$ cat src/dcwd_map.vh
`ifndef DCWD_MAP_VH
`define DCWD_MAP_VH
`define DCWD_OFS_SRC_END 12'h0000
`define DCWD_OFS_DST_END 12'h0004
`define DCWD_OFS_CTRL 12'h0008
`define DCWD_OFS_STATUS 12'h000C
`define DCWD_OFS_IRQ_STAT 12'h0010
`define DCWD_OFS_IRQ_MASK 12'h0014
`define DCWD_OFS_START 12'h0018
`define DCWD_DST_STEP_HI 31
`define DCWD_DST_STEP_LO 30
`define DCWD_DST_WIDTH_HI 29
`define DCWD_DST_WIDTH_LO 28
`define DCWD_SRC_STEP_HI 27
`define DCWD_SRC_STEP_LO 26
`define DCWD_SRC_WIDTH_HI 25
`define DCWD_SRC_WIDTH_LO 24
`define DCWD_CODE_FIXED 2'h3
`define DCWD_CODE_RESERVED 2'h3
`define DCWD_CTRL_RESET 32'h0000_0000
`define DCWD_PTR_RESET 32'h0000_0000
`define DCWD_IRQ_RESET 2'h0
`define DCWD_IRQ_ILLEGAL 0
`define DCWD_IRQ_STARTED 1
`endif

$ cat src/dcwd_ctrl_decode.v
// Design decision made here: the address-and-strobe port.
`include "dcwd_map.vh"
`default_nettype none
module dcwd_ctrl_decode
(
	input wire clk,
	input wire arst_n,
	input wire [11:0] addr,
	input wire [31:0] wrData,
	input wire wrStb,
	input wire rdStb,
	output reg [31:0] rdData,
	output reg [2:0] destAddrStep,
	output reg [2:0] srcAddrStep,
	output reg [2:0] destAccessBytes,
	output reg [2:0] srcAccessBytes,
	output reg destFixed,
	output reg srcFixed,
	output reg [31:0] destEndPointer,
	output reg [31:0] srcEndPointer,
	output reg illegalCfg,
	output reg channelStart,
	output reg irq
);
	reg [31:0] channelControlWord;
	reg [1:0] irqStat;
	reg [1:0] irqMask;
	wire [1:0] destStepCode = channelControlWord[`DCWD_DST_STEP_HI:`DCWD_DST_STEP_LO];
	wire [1:0] destWidthCode = channelControlWord[`DCWD_DST_WIDTH_HI:`DCWD_DST_WIDTH_LO];
	wire [1:0] srcStepCode = channelControlWord[`DCWD_SRC_STEP_HI:`DCWD_SRC_STEP_LO];
	wire [1:0] srcWidthCode = channelControlWord[`DCWD_SRC_WIDTH_HI:`DCWD_SRC_WIDTH_LO];
	reg next_illegal;
	reg [1:0] next_irqStat;
	reg [1:0] next_irqMask;
	wire startReq = wrStb && (addr == `DCWD_OFS_START) && wrData[0];

	// code to byte count; fixed and reserved give zero
	function [2:0] codeBytes;
		input [1:0] code;
		begin
			case (code)
				2'h0: codeBytes = 3'h1;
				2'h1: codeBytes = 3'h2;
				2'h2: codeBytes = 3'h4;
				default: codeBytes = 3'h0;
			endcase
		end
	endfunction

	// step shorter than one item; a fixed address is never too short
	function stepTooShort;
		input [1:0] stepCode;
		input [1:0] widthCode;
		begin
			if (stepCode == `DCWD_CODE_FIXED)
				stepTooShort = 1'b0;
			else
				stepTooShort = (stepCode < widthCode);
		end
	endfunction

	// step code that pins the address to its end pointer
	function isFixed;
		input [1:0] stepCode;
		begin
			isFixed = (stepCode == `DCWD_CODE_FIXED);
		end
	endfunction

	// illegal combination check
	always @*
	begin
		next_illegal = 1'b0;
		if (destWidthCode == `DCWD_CODE_RESERVED)
			next_illegal = 1'b1;
		if (srcWidthCode == `DCWD_CODE_RESERVED)
			next_illegal = 1'b1;
		if (destWidthCode != srcWidthCode)
			next_illegal = 1'b1;
		if (stepTooShort(destStepCode, destWidthCode))
			next_illegal = 1'b1;
		if (stepTooShort(srcStepCode, srcWidthCode))
			next_illegal = 1'b1;
	end

	// sticky events, set wins over clear
	always @*
	begin
		next_irqStat = irqStat;
		if (wrStb && addr == `DCWD_OFS_IRQ_STAT)
			next_irqStat = irqStat & ~wrData[1:0];
		if (startReq && next_illegal)
			next_irqStat[`DCWD_IRQ_ILLEGAL] = 1'b1;
		if (startReq && !next_illegal)
			next_irqStat[`DCWD_IRQ_STARTED] = 1'b1;
	end

	// mask next value, so the interrupt sees a new mask at once
	always @*
	begin
		next_irqMask = irqMask;
		if (wrStb && addr == `DCWD_OFS_IRQ_MASK)
			next_irqMask = wrData[1:0];
	end

	// control word, kept whole so reserved bits read back
	always @(posedge clk or negedge arst_n)
	begin
		if (!arst_n)
			channelControlWord <= `DCWD_CTRL_RESET;
		else if (wrStb && addr == `DCWD_OFS_CTRL)
			channelControlWord <= wrData;
	end

	// source end pointer, inclusive last address
	always @(posedge clk or negedge arst_n)
	begin
		if (!arst_n)
			srcEndPointer <= `DCWD_PTR_RESET;
		else if (wrStb && addr == `DCWD_OFS_SRC_END)
			srcEndPointer <= wrData;
	end

	// destination end pointer, last address or fixed target
	always @(posedge clk or negedge arst_n)
	begin
		if (!arst_n)
			destEndPointer <= `DCWD_PTR_RESET;
		else if (wrStb && addr == `DCWD_OFS_DST_END)
			destEndPointer <= wrData;
	end

	// interrupt status and mask registers
	always @(posedge clk or negedge arst_n)
	begin
		if (!arst_n)
		begin
			irqStat <= `DCWD_IRQ_RESET;
			irqMask <= `DCWD_IRQ_RESET;
		end
		else
		begin
			irqStat <= next_irqStat;
			irqMask <= next_irqMask;
		end
	end

	// address step per item
	always @(posedge clk or negedge arst_n)
	begin
		if (!arst_n)
		begin
			destAddrStep <= 3'h0;
			srcAddrStep <= 3'h0;
		end
		else
		begin
			destAddrStep <= codeBytes(destStepCode);
			srcAddrStep <= codeBytes(srcStepCode);
		end
	end

	// access width per item
	always @(posedge clk or negedge arst_n)
	begin
		if (!arst_n)
		begin
			destAccessBytes <= 3'h0;
			srcAccessBytes <= 3'h0;
		end
		else
		begin
			destAccessBytes <= codeBytes(destWidthCode);
			srcAccessBytes <= codeBytes(srcWidthCode);
		end
	end

	// fixed address flags, address held at the end pointer
	always @(posedge clk or negedge arst_n)
	begin
		if (!arst_n)
		begin
			destFixed <= 1'b0;
			srcFixed <= 1'b0;
		end
		else
		begin
			destFixed <= isFixed(destStepCode);
			srcFixed <= isFixed(srcStepCode);
		end
	end

	// legality flag and start gating
	always @(posedge clk or negedge arst_n)
	begin
		if (!arst_n)
		begin
			illegalCfg <= 1'b0;
			channelStart <= 1'b0;
		end
		else
		begin
			illegalCfg <= next_illegal;
			channelStart <= startReq && !next_illegal;
		end
	end

	// level interrupt from unmasked sticky bits
	always @(posedge clk or negedge arst_n)
	begin
		if (!arst_n)
			irq <= 1'b0;
		else
			irq <= |(next_irqStat & next_irqMask);
	end

	// read port, data one cycle after strobe
	always @(posedge clk or negedge arst_n)
	begin
		if (!arst_n)
			rdData <= 32'h0000_0000;
		else if (rdStb)
		begin
			case (addr)
				`DCWD_OFS_CTRL: rdData <= channelControlWord;
				`DCWD_OFS_SRC_END: rdData <= srcEndPointer;
				`DCWD_OFS_DST_END: rdData <= destEndPointer;
				`DCWD_OFS_STATUS: rdData <= {31'h0000_0000, next_illegal};
				`DCWD_OFS_IRQ_STAT: rdData <= {30'h0000_0000, irqStat};
				`DCWD_OFS_IRQ_MASK: rdData <= {30'h0000_0000, irqMask};
				default: rdData <= 32'h0000_0000;
			endcase
		end
		else
			rdData <= 32'h0000_0000;
	end
endmodule
`default_nettype wire

$ cat config.mk
export PLATFORM = sky130hd
export DESIGN_NAME = dcwd_ctrl_decode
export DESIGN_NICKNAME = d
export VERILOG_FILES = /design/src/dcwd_ctrl_decode.v
export VERILOG_INCLUDE_DIRS = /design/src
export SDC_FILE = /design/constraint.sdc
export NUM_CORES = 1
export LEC_CHECK = 0
export BUFFER_PORTS_ARGS = -buffer_cell sky130_fd_sc_hd__clkbuf_2
export CAP_MARGIN = 20
export CORE_MARGIN = 2
export CORE_UTILIZATION = 49
export CTS_BUF_LIST = sky130_fd_sc_hd__clkbuf_4 sky130_fd_sc_hd__clkbuf_8
export CTS_CLUSTER_DIAMETER = 100
export DETAILED_ROUTE_END_ITERATION = 12
export GPL_ROUTABILITY_DRIVEN = 0
export PLACE_DENSITY_LB_ADDON = 0.2
export SETUP_SLACK_MARGIN = 0.02
export SLEW_MARGIN = 15
export SYNTH_ARGS = -nofsm -noshare
export SYNTH_HDL_FRONTEND = slang
export SYNTH_SLANG_ARGS = --single-unit
$ cat constraint.sdc
create_clock -name clk -period 1.55 [get_ports clk]
set_input_delay 0.31 -clock clk [delete_from_list [all_inputs] [get_ports clk]]
set_output_delay 0.31 -clock clk [all_outputs]
set_load 0.05 [all_outputs]
* Yosys cells after proc, flatten, opt, wreduce, memory -nomap -nowiden
Cells that the tools add are included.
** Cells by class
- Bitwise operators :: 3
- Add/sub/neg operators :: 0
- Shift-type cells :: 0
- Reductions and logical operators :: 16
- $mul :: 0
- Divide/modulo/power cells :: 0
- Multiplexer cells :: 17
- Order comparisons :: 2
- Equality and inequality tests :: 19
** Operators by type and width (count)
- case mux 32 bit (6 select lines) :: 1
- equality test 12 x 5 -> 1 bit (second input constant) :: 3
- case mux 3 bit (3 select lines) :: 4
- two-way mux 32 bit :: 1
- equality test 12 x 4 -> 1 bit (second input constant) :: 2
- equality test 2 bit (second input constant) :: 8
- equality test 12 x 3 -> 1 bit (second input constant) :: 1
- logical NOT 12 bit :: 1
- logical AND 1 bit :: 9
- two-way mux 1 bit :: 9
- equality test 2 x 1 -> 1 bit (second input constant) :: 4
- logical NOT 2 bit :: 4
- AND 2 bit :: 2
- less-than comparator 2 bit :: 2
- two-way mux 2 bit :: 2
- != test 2 bit :: 1
- inverter 2 bit :: 1
- OR reduction 2 bit :: 1
- logical NOT 1 bit :: 1
** Word-level totals
- RAM bits :: 0
- Register bits after elaboration :: 149
- ROM bits :: 0
- Memories :: 0
- Output and inout bits :: 113
- Bits in latches :: 0
- Input bits :: 48

* Logic depth before layout (Yosys ltp)
Gate-level depths: netlist of the first run.
- Depth after elaboration :: 11
- Gate-level depth with buffers :: 8

* Worst setup path before layout of the first run
No wires, ideal clock.
- Path kind :: input-to-reg
- From :: input addr[5]
- To :: register channelControlWord[0]
- Data required time :: 1425 ps
- Setup slack :: -465 ps
- Setup time :: 125 ps
- Data arrival time :: 1890 ps
- Stages on the path :: 5
- Path buffers :: 2
- Cells stage by stage :: or3_1 -> clkbuf_1 -> nor4_4 -> buf_2 -> mux2_2
** Between the ends
- Word-level cells in the longest chain between the ends :: 2
** Ends and longest elaborated chain
- start: declaration :: RTL line dcwd_ctrl_decode.v:8 : input wire [11:0] addr,
- equality test 12 x 4 -> 1 bit
- logical AND 1 bit (no source line)
- end signal: assignment :: RTL line dcwd_ctrl_decode.v:110 : channelControlWord <= `DCWD_CTRL_RESET;
- end signal: assignment :: RTL line dcwd_ctrl_decode.v:112 : channelControlWord <= wrData;
- end: declaration :: RTL line dcwd_ctrl_decode.v:25 : reg [31:0] channelControlWord;
No other way between the ends.
A chain may end at the register's enable or synchronous reset.

* Worst setup path in the final report of the first run
- From :: register channelControlWord[29]
- To :: register irq
** Between the ends
- Word-level cells in the longest chain between the ends :: 11
** Ends and longest elaborated chain
- equality test 2 bit (no source line)
- two-way mux 1 bit :: RTL line dcwd_ctrl_decode.v:74 : if (destWidthCode == `DCWD_CODE_RESERVED)
- two-way mux 1 bit :: RTL line dcwd_ctrl_decode.v:76 : if (srcWidthCode == `DCWD_CODE_RESERVED)
- two-way mux 1 bit :: RTL line dcwd_ctrl_decode.v:78 : if (destWidthCode != srcWidthCode)
- two-way mux 1 bit * :: RTL line dcwd_ctrl_decode.v:80 : if (stepTooShort(destStepCode, destWidthCode))
- two-way mux 1 bit * :: RTL line dcwd_ctrl_decode.v:82 : if (stepTooShort(srcStepCode, srcWidthCode))
- logical NOT 1 bit :: RTL line dcwd_ctrl_decode.v:94 : if (startReq && !next_illegal)
- logical AND 1 bit :: RTL line dcwd_ctrl_decode.v:94
- two-way mux 1 bit :: RTL line dcwd_ctrl_decode.v:94
- AND 2 bit * :: RTL line dcwd_ctrl_decode.v:214 : irq <= |(next_irqStat & next_irqMask);
- OR reduction 2 bit * :: RTL line dcwd_ctrl_decode.v:214
- end signal: assignment :: RTL line dcwd_ctrl_decode.v:214
- end: declaration :: RTL line dcwd_ctrl_decode.v:23 : output reg irq
Every way passes the cells marked *; elsewhere a longest branch is shown, timed or not.

==> results of run 1 <==
-- cell type report --
class,count,area (sq um),share of cell area (%)
multi-input cells,261,2380,28.6
clock inverters,9,125,1.50
flip-flops and latches,149,3730,44.8
well taps,168,210,2.52
clock buffers,23,298,3.57
repair buffers,231,1560,18.7
inverters,8,30.0,0.360
-- where the power goes --
group | internal, mW | switching (mW)
clock | 1.76 | 1.38
combinational | 0.136 | 0.228
sequential | 3.90 | 0.00988
total | 5.80 | 1.62
-- how the worst max path moves through the flow --
stage                                start                      to  slack, ps
floorplan                          addr[9]  channelControlWord[10]       -430
global placement                   addr[9]                     irq       -390
detailed placement                 addr[9]                     irq       -450
CTS                 channelControlWord[25]                     irq       -190
global route        channelControlWord[29]                     irq       -300
finish              channelControlWord[29]                     irq       -180
-- sequential cells by signal, summed over array words and instances, names as in the netlist --
signal / count
irqMask: 2
rdData: 32
srcEndPointer: 32
srcAddrStep: 3
illegalCfg: 1
srcAccessBytes: 3
srcFixed: 1
channelControlWord: 32
channelStart: 1
irq: 1
destAddrStep: 3
destEndPointer: 32
destAccessBytes: 3
destFixed: 1
irqStat: 2
-- layout by cell type (no fill, tap or decap), drive strengths merged, types with 3 or more instances in the layout --
cell / count
clkbuf: 186
dfrtp: 149
mux2: 96
buf: 67
nor2: 43
a22o: 32
a22oi: 31
inv: 8
nand2: 7
nor2b: 6
o21ai: 6
nor3: 5
clkinv: 4
nor4: 3
and2: 3
mux2i: 3
bufinv: 3
a211oi: 3
nand3: 3
-- critical path, stage by stage, from the launching register on --
cell and delay, ps:
dfrtp_1 380, inv_2 70, ha_4 270, nor3_2 40, nor2_1 100, nor4b_4 330, buf_4 180, mux2i_1 170
a21o_1 120
-- cells by family (layout without fill, tap and decap cells) --
kind of cell	count (synthesis)	in the layout	synth area share [%]
and+or+nand+nor	82	82	7.15
buffers and inverters	34	271	2.48
muxes	99	99	18.3
DFF	149	149	61.6
AOI/OAI and AO/OA	77	77	9.92
adders and majority gates	2	2	0.413
xor gates and xnor gates	1	1	0.145
-- routing by layer --
| layer | vias to the layer above | track usage [%] |
|---|---|---|
| met4 | 0 | 11.0 |
| li1 | 2063 | - |
| met1 | 2346 | 31.9 |
| met3 | 35 | 5.11 |
| met5 | - | 0 |
| met2 | 169 | 38.3 |
-- what timing repair did --
action	CTS	global route
endpoints found under the hold margin	38	0
hold buffers	1	0
setup buffers	1	3
gates resized for setup	1	19
pin swaps	6	26
endpoints found under the setup margin	6	48
gates cloned	0	7
==> metrics.md, run 1 <==
| Metric | Value |
|---|---|
| Final Cycle Share | `112%` |
| Worst min-delay path category | `in2reg` |
| Number of synthesis warnings | `0` |
| Clock sinks | `149` |
| Final wirelength | `16700 um` |
| H-Tree Depth | `4` |
| Post-synth top area share | `between 60 and 70%` |
| First-pass DRT Iterations | `5` |
| Num rows | `40` |
| Ant. Diodes | `0` |
| Peak Freq | `578 MHz` |
| Post-synth cell types | `37` |
| Max-cap violations | `0` |
| Initial Utilization | `50.2%` |
| Chip Width | `approximately 120 um` |
| Synth cell count leaders | `149 x dfrtp_1, 89 x mux2_2, 43 x nor2_1, 32 x a22o_1, 31 x a22oi_1` |
| Routed Antenna Nets | `0` |
| CTS buffer count | `17` |
| Startpoint Class | `flip-flop` |
| Rel. slew slack | `a little over two thirds` |
| Worst hold start | `wrData[24]` |
| Final net count | `718` |
| Crit path kind | `reg2reg` |
| Vias in the first global route | `4514` |
| Min-Delay Path Depth | `3` |
| Pwr dens | `891 nW/um^2` |
| Vias per Instance | `between 5 and 6` |
| Worst r2r src | `channelControlWord[29]` |
| Endpoints failing setup | `9` |
| CP max FO | `3` |
| Worst-path clk slew | `80 ps` |
| Antenna violations before repair | `0` |
| Failing checks | `negative setup slack` |
| Global-route wire length before repair | `roughly 24000 um` |
| Tot Pwr | `~7.4 mW` |
| VDD IR max | `just over 0.0005 V` |
| Post-Syn Area per Cell | `between 10 and 15 sq um` |
| GRT overflow | `0` |
| Ys flop type | `dfrtp_1` |
| Synth Register Bits | `149` |
| Area grow syn2layout | `37.5%` |
| Vias | `roughly 4600` |
| # placed instances | `~810` |
| Routed length per instance | `19.7 um` |
| Synth top area cells | `dfrtp_1 62%, mux2_2 17%, a22o_1 4.6%` |
| TritonCTS clock tree | `yes` |
| Share of cells above drive strength 1 | `between 50% and 60%` |
| Synth Instances | `approximately 440` |
| Area leader, netlist | `dfrtp_1` |
| Crit path DAT | `around 2100 ps` |
| Most frequently used cell type in the post-synthesis netlist | `dfrtp_1` |
| Crit end category | `flip-flop` |
| Minimum clock period | `approximately 1700 ps` |
| Met3 wire length | `slightly above 900 um` |
| Worst-Skew Late Latency | `between 400 and 500 ps` |
| Asr flop ratio synth | `100%` |
| Syn_nets | `~490` |
| DRC viols | `0` |
| Root Buffer | `clkbuf_8` |
| Uppermost routed layer | `met4` |
| RSZ-0062 raised after global routing | `true` |
| Pre-CTS setup slack | `-448 ps` |
| Core region area | `~12000 sq um` |
| Io pins | `roughly 160` |
| Starting DRC count in detailed routing | `between 200 and 300` |
| Die height | `between 100 and 150 um` |
| Largest net degree at the start of global routing | `45` |
| Filler cells | `~900` |
| Non-Filler Instances | `849` |
| Fin. Hold Viols | `0` |
| Worst Skew | `8.73 ps` |
| Die area | `about 13000 sq um` |
| Number of port buffers | `between 150 and 200` |
| Met2 wire length | `between 8000 and 9000 um` |
| Worst Setup Slack, final | `-181 ps` |
| Sequential share of the synthesized area | `between 60% and 70%` |
| Final slew viol count | `0` |
| LEAKAGE | `around 4.3 nW` |
| Post-route cell area | `about 8300 sq um` |
| Hold Path Sink | `channelControlWord[24]` |
| Setup_tns | `-556 ps` |
| M1 WL | `around 7200 um` |
| Slew @ Worst Pin | `~450 ps` |
| Hold_ws | `102 ps` |
| Placed instance area | `approximately 7600 sq um` |
| Reg2reg setup slack | `-180 ps` |
| Outcome | `complete, but fails checks` |
| Number of synthesized flops with an enable pin | `0` |
| CP Data Required Time | `1940 ps` |
| Utilization after layout | `~70%` |
| CTS Buffer Depth | `2` |
| Gr usage total | `between 20% and 30%` |
| RR Endpoint | `irq` |
| Netlist Area Pre-Place | `~6100 sq um` |
| R2R cell count | `8` |
| Hpwl dp | `~11000 um` |
Note: power is estimated with default switching activity, not from simulation.
==> run 2: changes to the inputs <==
--- a/config.mk
+++ b/config.mk
@@ -14,7 +14,8 @@
 export CTS_CLUSTER_DIAMETER = 100
 export DETAILED_ROUTE_END_ITERATION = 12
 export GPL_ROUTABILITY_DRIVEN = 0
-export PLACE_DENSITY_LB_ADDON = 0.2
+export GPL_TIMING_DRIVEN = 0
+export PLACE_DENSITY_LB_ADDON = 0.12
 export SETUP_SLACK_MARGIN = 0.02
 export SLEW_MARGIN = 15
 export SYNTH_ARGS = -nofsm -noshare
==> metrics.md, run 2 (synthesis gave the netlist of run 1 again) <==
| Metric | Value |
|---|---|
| Largest stage delay, worst path | `around 420 ps` |
| First-pass DRT Iterations | `5` |
| Share of cells above drive strength 1 | `between 50% and 60%` |
| CTS buffer count | `17` |
| Die area | `about 13000 sq um` |
| H-Tree Depth | `4` |
| Vias | `4571` |
| CP Data Required Time | `about 1900 ps` |
| Crit path max-delay family | `flip-flops` |
| LEAKAGE | `around 4.3 nW` |
| Met2 usage | `between 30% and 40%` |
| Chip Width | `between 100 and 150 um` |
| Final Cycle Share | `107%` |
| Int Pwr | `5.68 mW` |
| Worst r2r src | `channelControlWord[29]` |
| Startpoint Class | `flip-flop` |
| Crit path DAT | `around 2000 ps` |
| Origin of the worst setup path | `channelControlWord[29]` |
| Gr usage total | `roughly a quarter` |
| Core region area | `12100 sq um` |
| Number of port buffers | `159` |
| GR peak layer | `met2` |
| Routed length per instance | `roughly 19 um` |
| Clock power frac | `about two fifths` |
| GR Util met3 | `between 6 and 7%` |
| TritonCTS clock tree | `yes` |
| RSZ-0062 raised after global routing | `true` |
| Slew @ Worst Pin | `roughly 640 ps` |
| Worst-path clk slew | `approximately 70 ps` |
| Antenna violations before repair | `0` |
| Crit end category | `flip-flop` |
| Vias per Instance | `between 5 and 6` |
| WP depth | `7` |
| Final wirelength | `15900 um` |
| Commonest non-fill, non-tap cell in the layout | `clkbuf_2` |
| Critical path, cell by cell | `inv_2, ha_4, a211oi_2, nor4b_4, inv_2, o211ai_1, a21oi_1` |
| DRC viols | `0` |
| Worst Skew | `8.14 ps` |
| Global-route wire length before repair | `between 20000 and 25000 um` |
| Initial Utilization | `50.2%` |
| Tot Pwr | `slightly above 7 mW` |
| CTS Buffer Depth | `2` |
| Slowest CP cell | `dfrtp_1` |
| Crit path kind | `reg2reg` |
| Reg power frac | `a little over half` |
| Hpwl dp | `around 10000 um` |
| Fin. Hold Viols | `0` |
| Sw frac | `between 20% and 30%` |
| Worst Setup Slack, final | `-102 ps` |
| Utilization after layout | `a little over two thirds` |
| Met1 Use GR | `31.7%` |
| Final slew viol count | `0` |
| Largest net degree at the start of global routing | `88` |
| Pwr dens | `between 800 and 900 nW/um^2` |
| Root Buffer | `clkbuf_8` |
| Starting DRC count in detailed routing | `roughly 370` |
| Failing checks | `negative setup slack` |
| Sw Pwr | `between 1.5 and 2 mW` |
| Endpoints failing setup | `50` |
| Routed Antenna Nets | `0` |
| Ant. Diodes | `0` |
| RR Endpoint | `rdData[0]` |
| Max-cap violations | `0` |
| CP Buf/Inv Count | `2` |
| Reg2reg setup slack | `-100 ps` |
| Area grow syn2layout | `38.9%` |
| Comb power frac | `between 4 and 5%` |
| Rel. slew slack | `a little under three fifths` |
| Final net count | `710` |
| Peak Freq | `a little over 600 MHz` |
| Outcome | `complete, but fails checks` |
| R2R cell count | `7` |
| Vias in the first global route | `around 4500` |
| Num rows | `40` |
| VDD IR max | `around 0.00064 V` |
| Minimum clock period | `~1700 ps` |
| Io pins | `161` |
| CP dominant cell by count | `inv_2` |
| Die height | `between 100 and 150 um` |
| Clock sinks | `149` |
| GRT overflow | `0` |
| Commonest cells after routing, fill and taps aside | `158 x clkbuf_2, 147 x dfrtp_1, 69 x mux2_2` |
| Worst min-delay path category | `in2reg` |
| Worst-Skew Late Latency | `roughly 450 ps` |
| CP max FO | `4` |
| Worst setup endpoint | `rdData[0]` |
## run 2: cell types whose count changed in the layout (fill, tap and decap cells not counted), moves of 4 or more
cell      before  now
mux2_2        89   69
clkbuf_1       0    4
mux2_4         5   27
buf_2          0    4
buf_8          0    7
a22oi_1       20    7
buf_12         8    2
buf_4         51   26
a22oi_2       11   24
clkbuf_8      20   27
## run 2: stage by stage
step                      hold slack, ps  cells  TNS [ps]  worst slack [ps]  instance area [sq um]
after floorplan                     14.4    444    -34240              -428                   6190
after CTS                           85.8    822     -1830             -81.3                   8020
after global routing                 104    838     -2410              -200                   8410
final                                117    838     -1620              -102                   8410
after detailed placement             326    772   -105990              -971                   7230
after global placement               467    771   -432040             -2190                   7200
## run 2: layout make-up
type / count / area, sq um
buffer: 25 / 251
clock buffer: 25 / 325
clock inverter: 4 / 70.1
fill: 864 / 3650
inverter: 8 / 30.0
multi-input combinational: 261 / 2540
sequential: 149 / 3730
tap: 168 / 210
timing repair buffer: 198 / 1250
## run 2: worst reg2reg max path, stage by stage, from the launching register on
cell and delay, ps:
dfrtp_1 420, inv_2 90, ha_4 270, a211oi_2 70
nor4b_4 320, inv_2 110, o211ai_1 170, a21oi_1 90
## run 2: power by group through the flow
stage | Sequential (mW) | Clock (mW) | Combinational (mW)
after CTS | 3.91 | 3.05 | 0.315
after global placement | 3.98 | 0 | 0.275
after detailed placement | 3.98 | 0 | 0.293
after global routing | 3.91 | 3.21 | 0.366
final | 3.91 | 2.98 | 0.333
after floorplan | 4.02 | 0 | 0.0561
## run 2: worst min-delay path by stage
stage | slack [ps] | start | cells after the start | end
6_report | 120 | wrData[23] | 2 | channelControlWord[23]
5_1_grt | 100 | wrData[26] | 2 | channelControlWord[26]
4_1_cts | 90 | wrData[31] | 2 | channelControlWord[31]
3_5_place_dp | 330 | arst_n | 1 | srcFixed
3_3_place_gp | 470 | channelControlWord[13] | 1 | channelControlWord[13]
2_1_floorplan | 10 | arst_n | 0 | channelControlWord[0]
## run 2: metal layers
layer	up-vias	part of all wire [%]
li1	2043	-
met1	2316	42
met2	181	49
met3	31	6.3
met4	0	2.4
met5	-	0
## run 2: timing repair
action / CTS / global route
gates cloned: 2 / 3
gates resized for setup: 54 / 69
pin swaps: 13 / 51
endpoints found under the hold margin: 62 / 0
endpoints found under the setup margin: 133 / 127
hold buffers: 1 / 0
setup buffers: 18 / 14
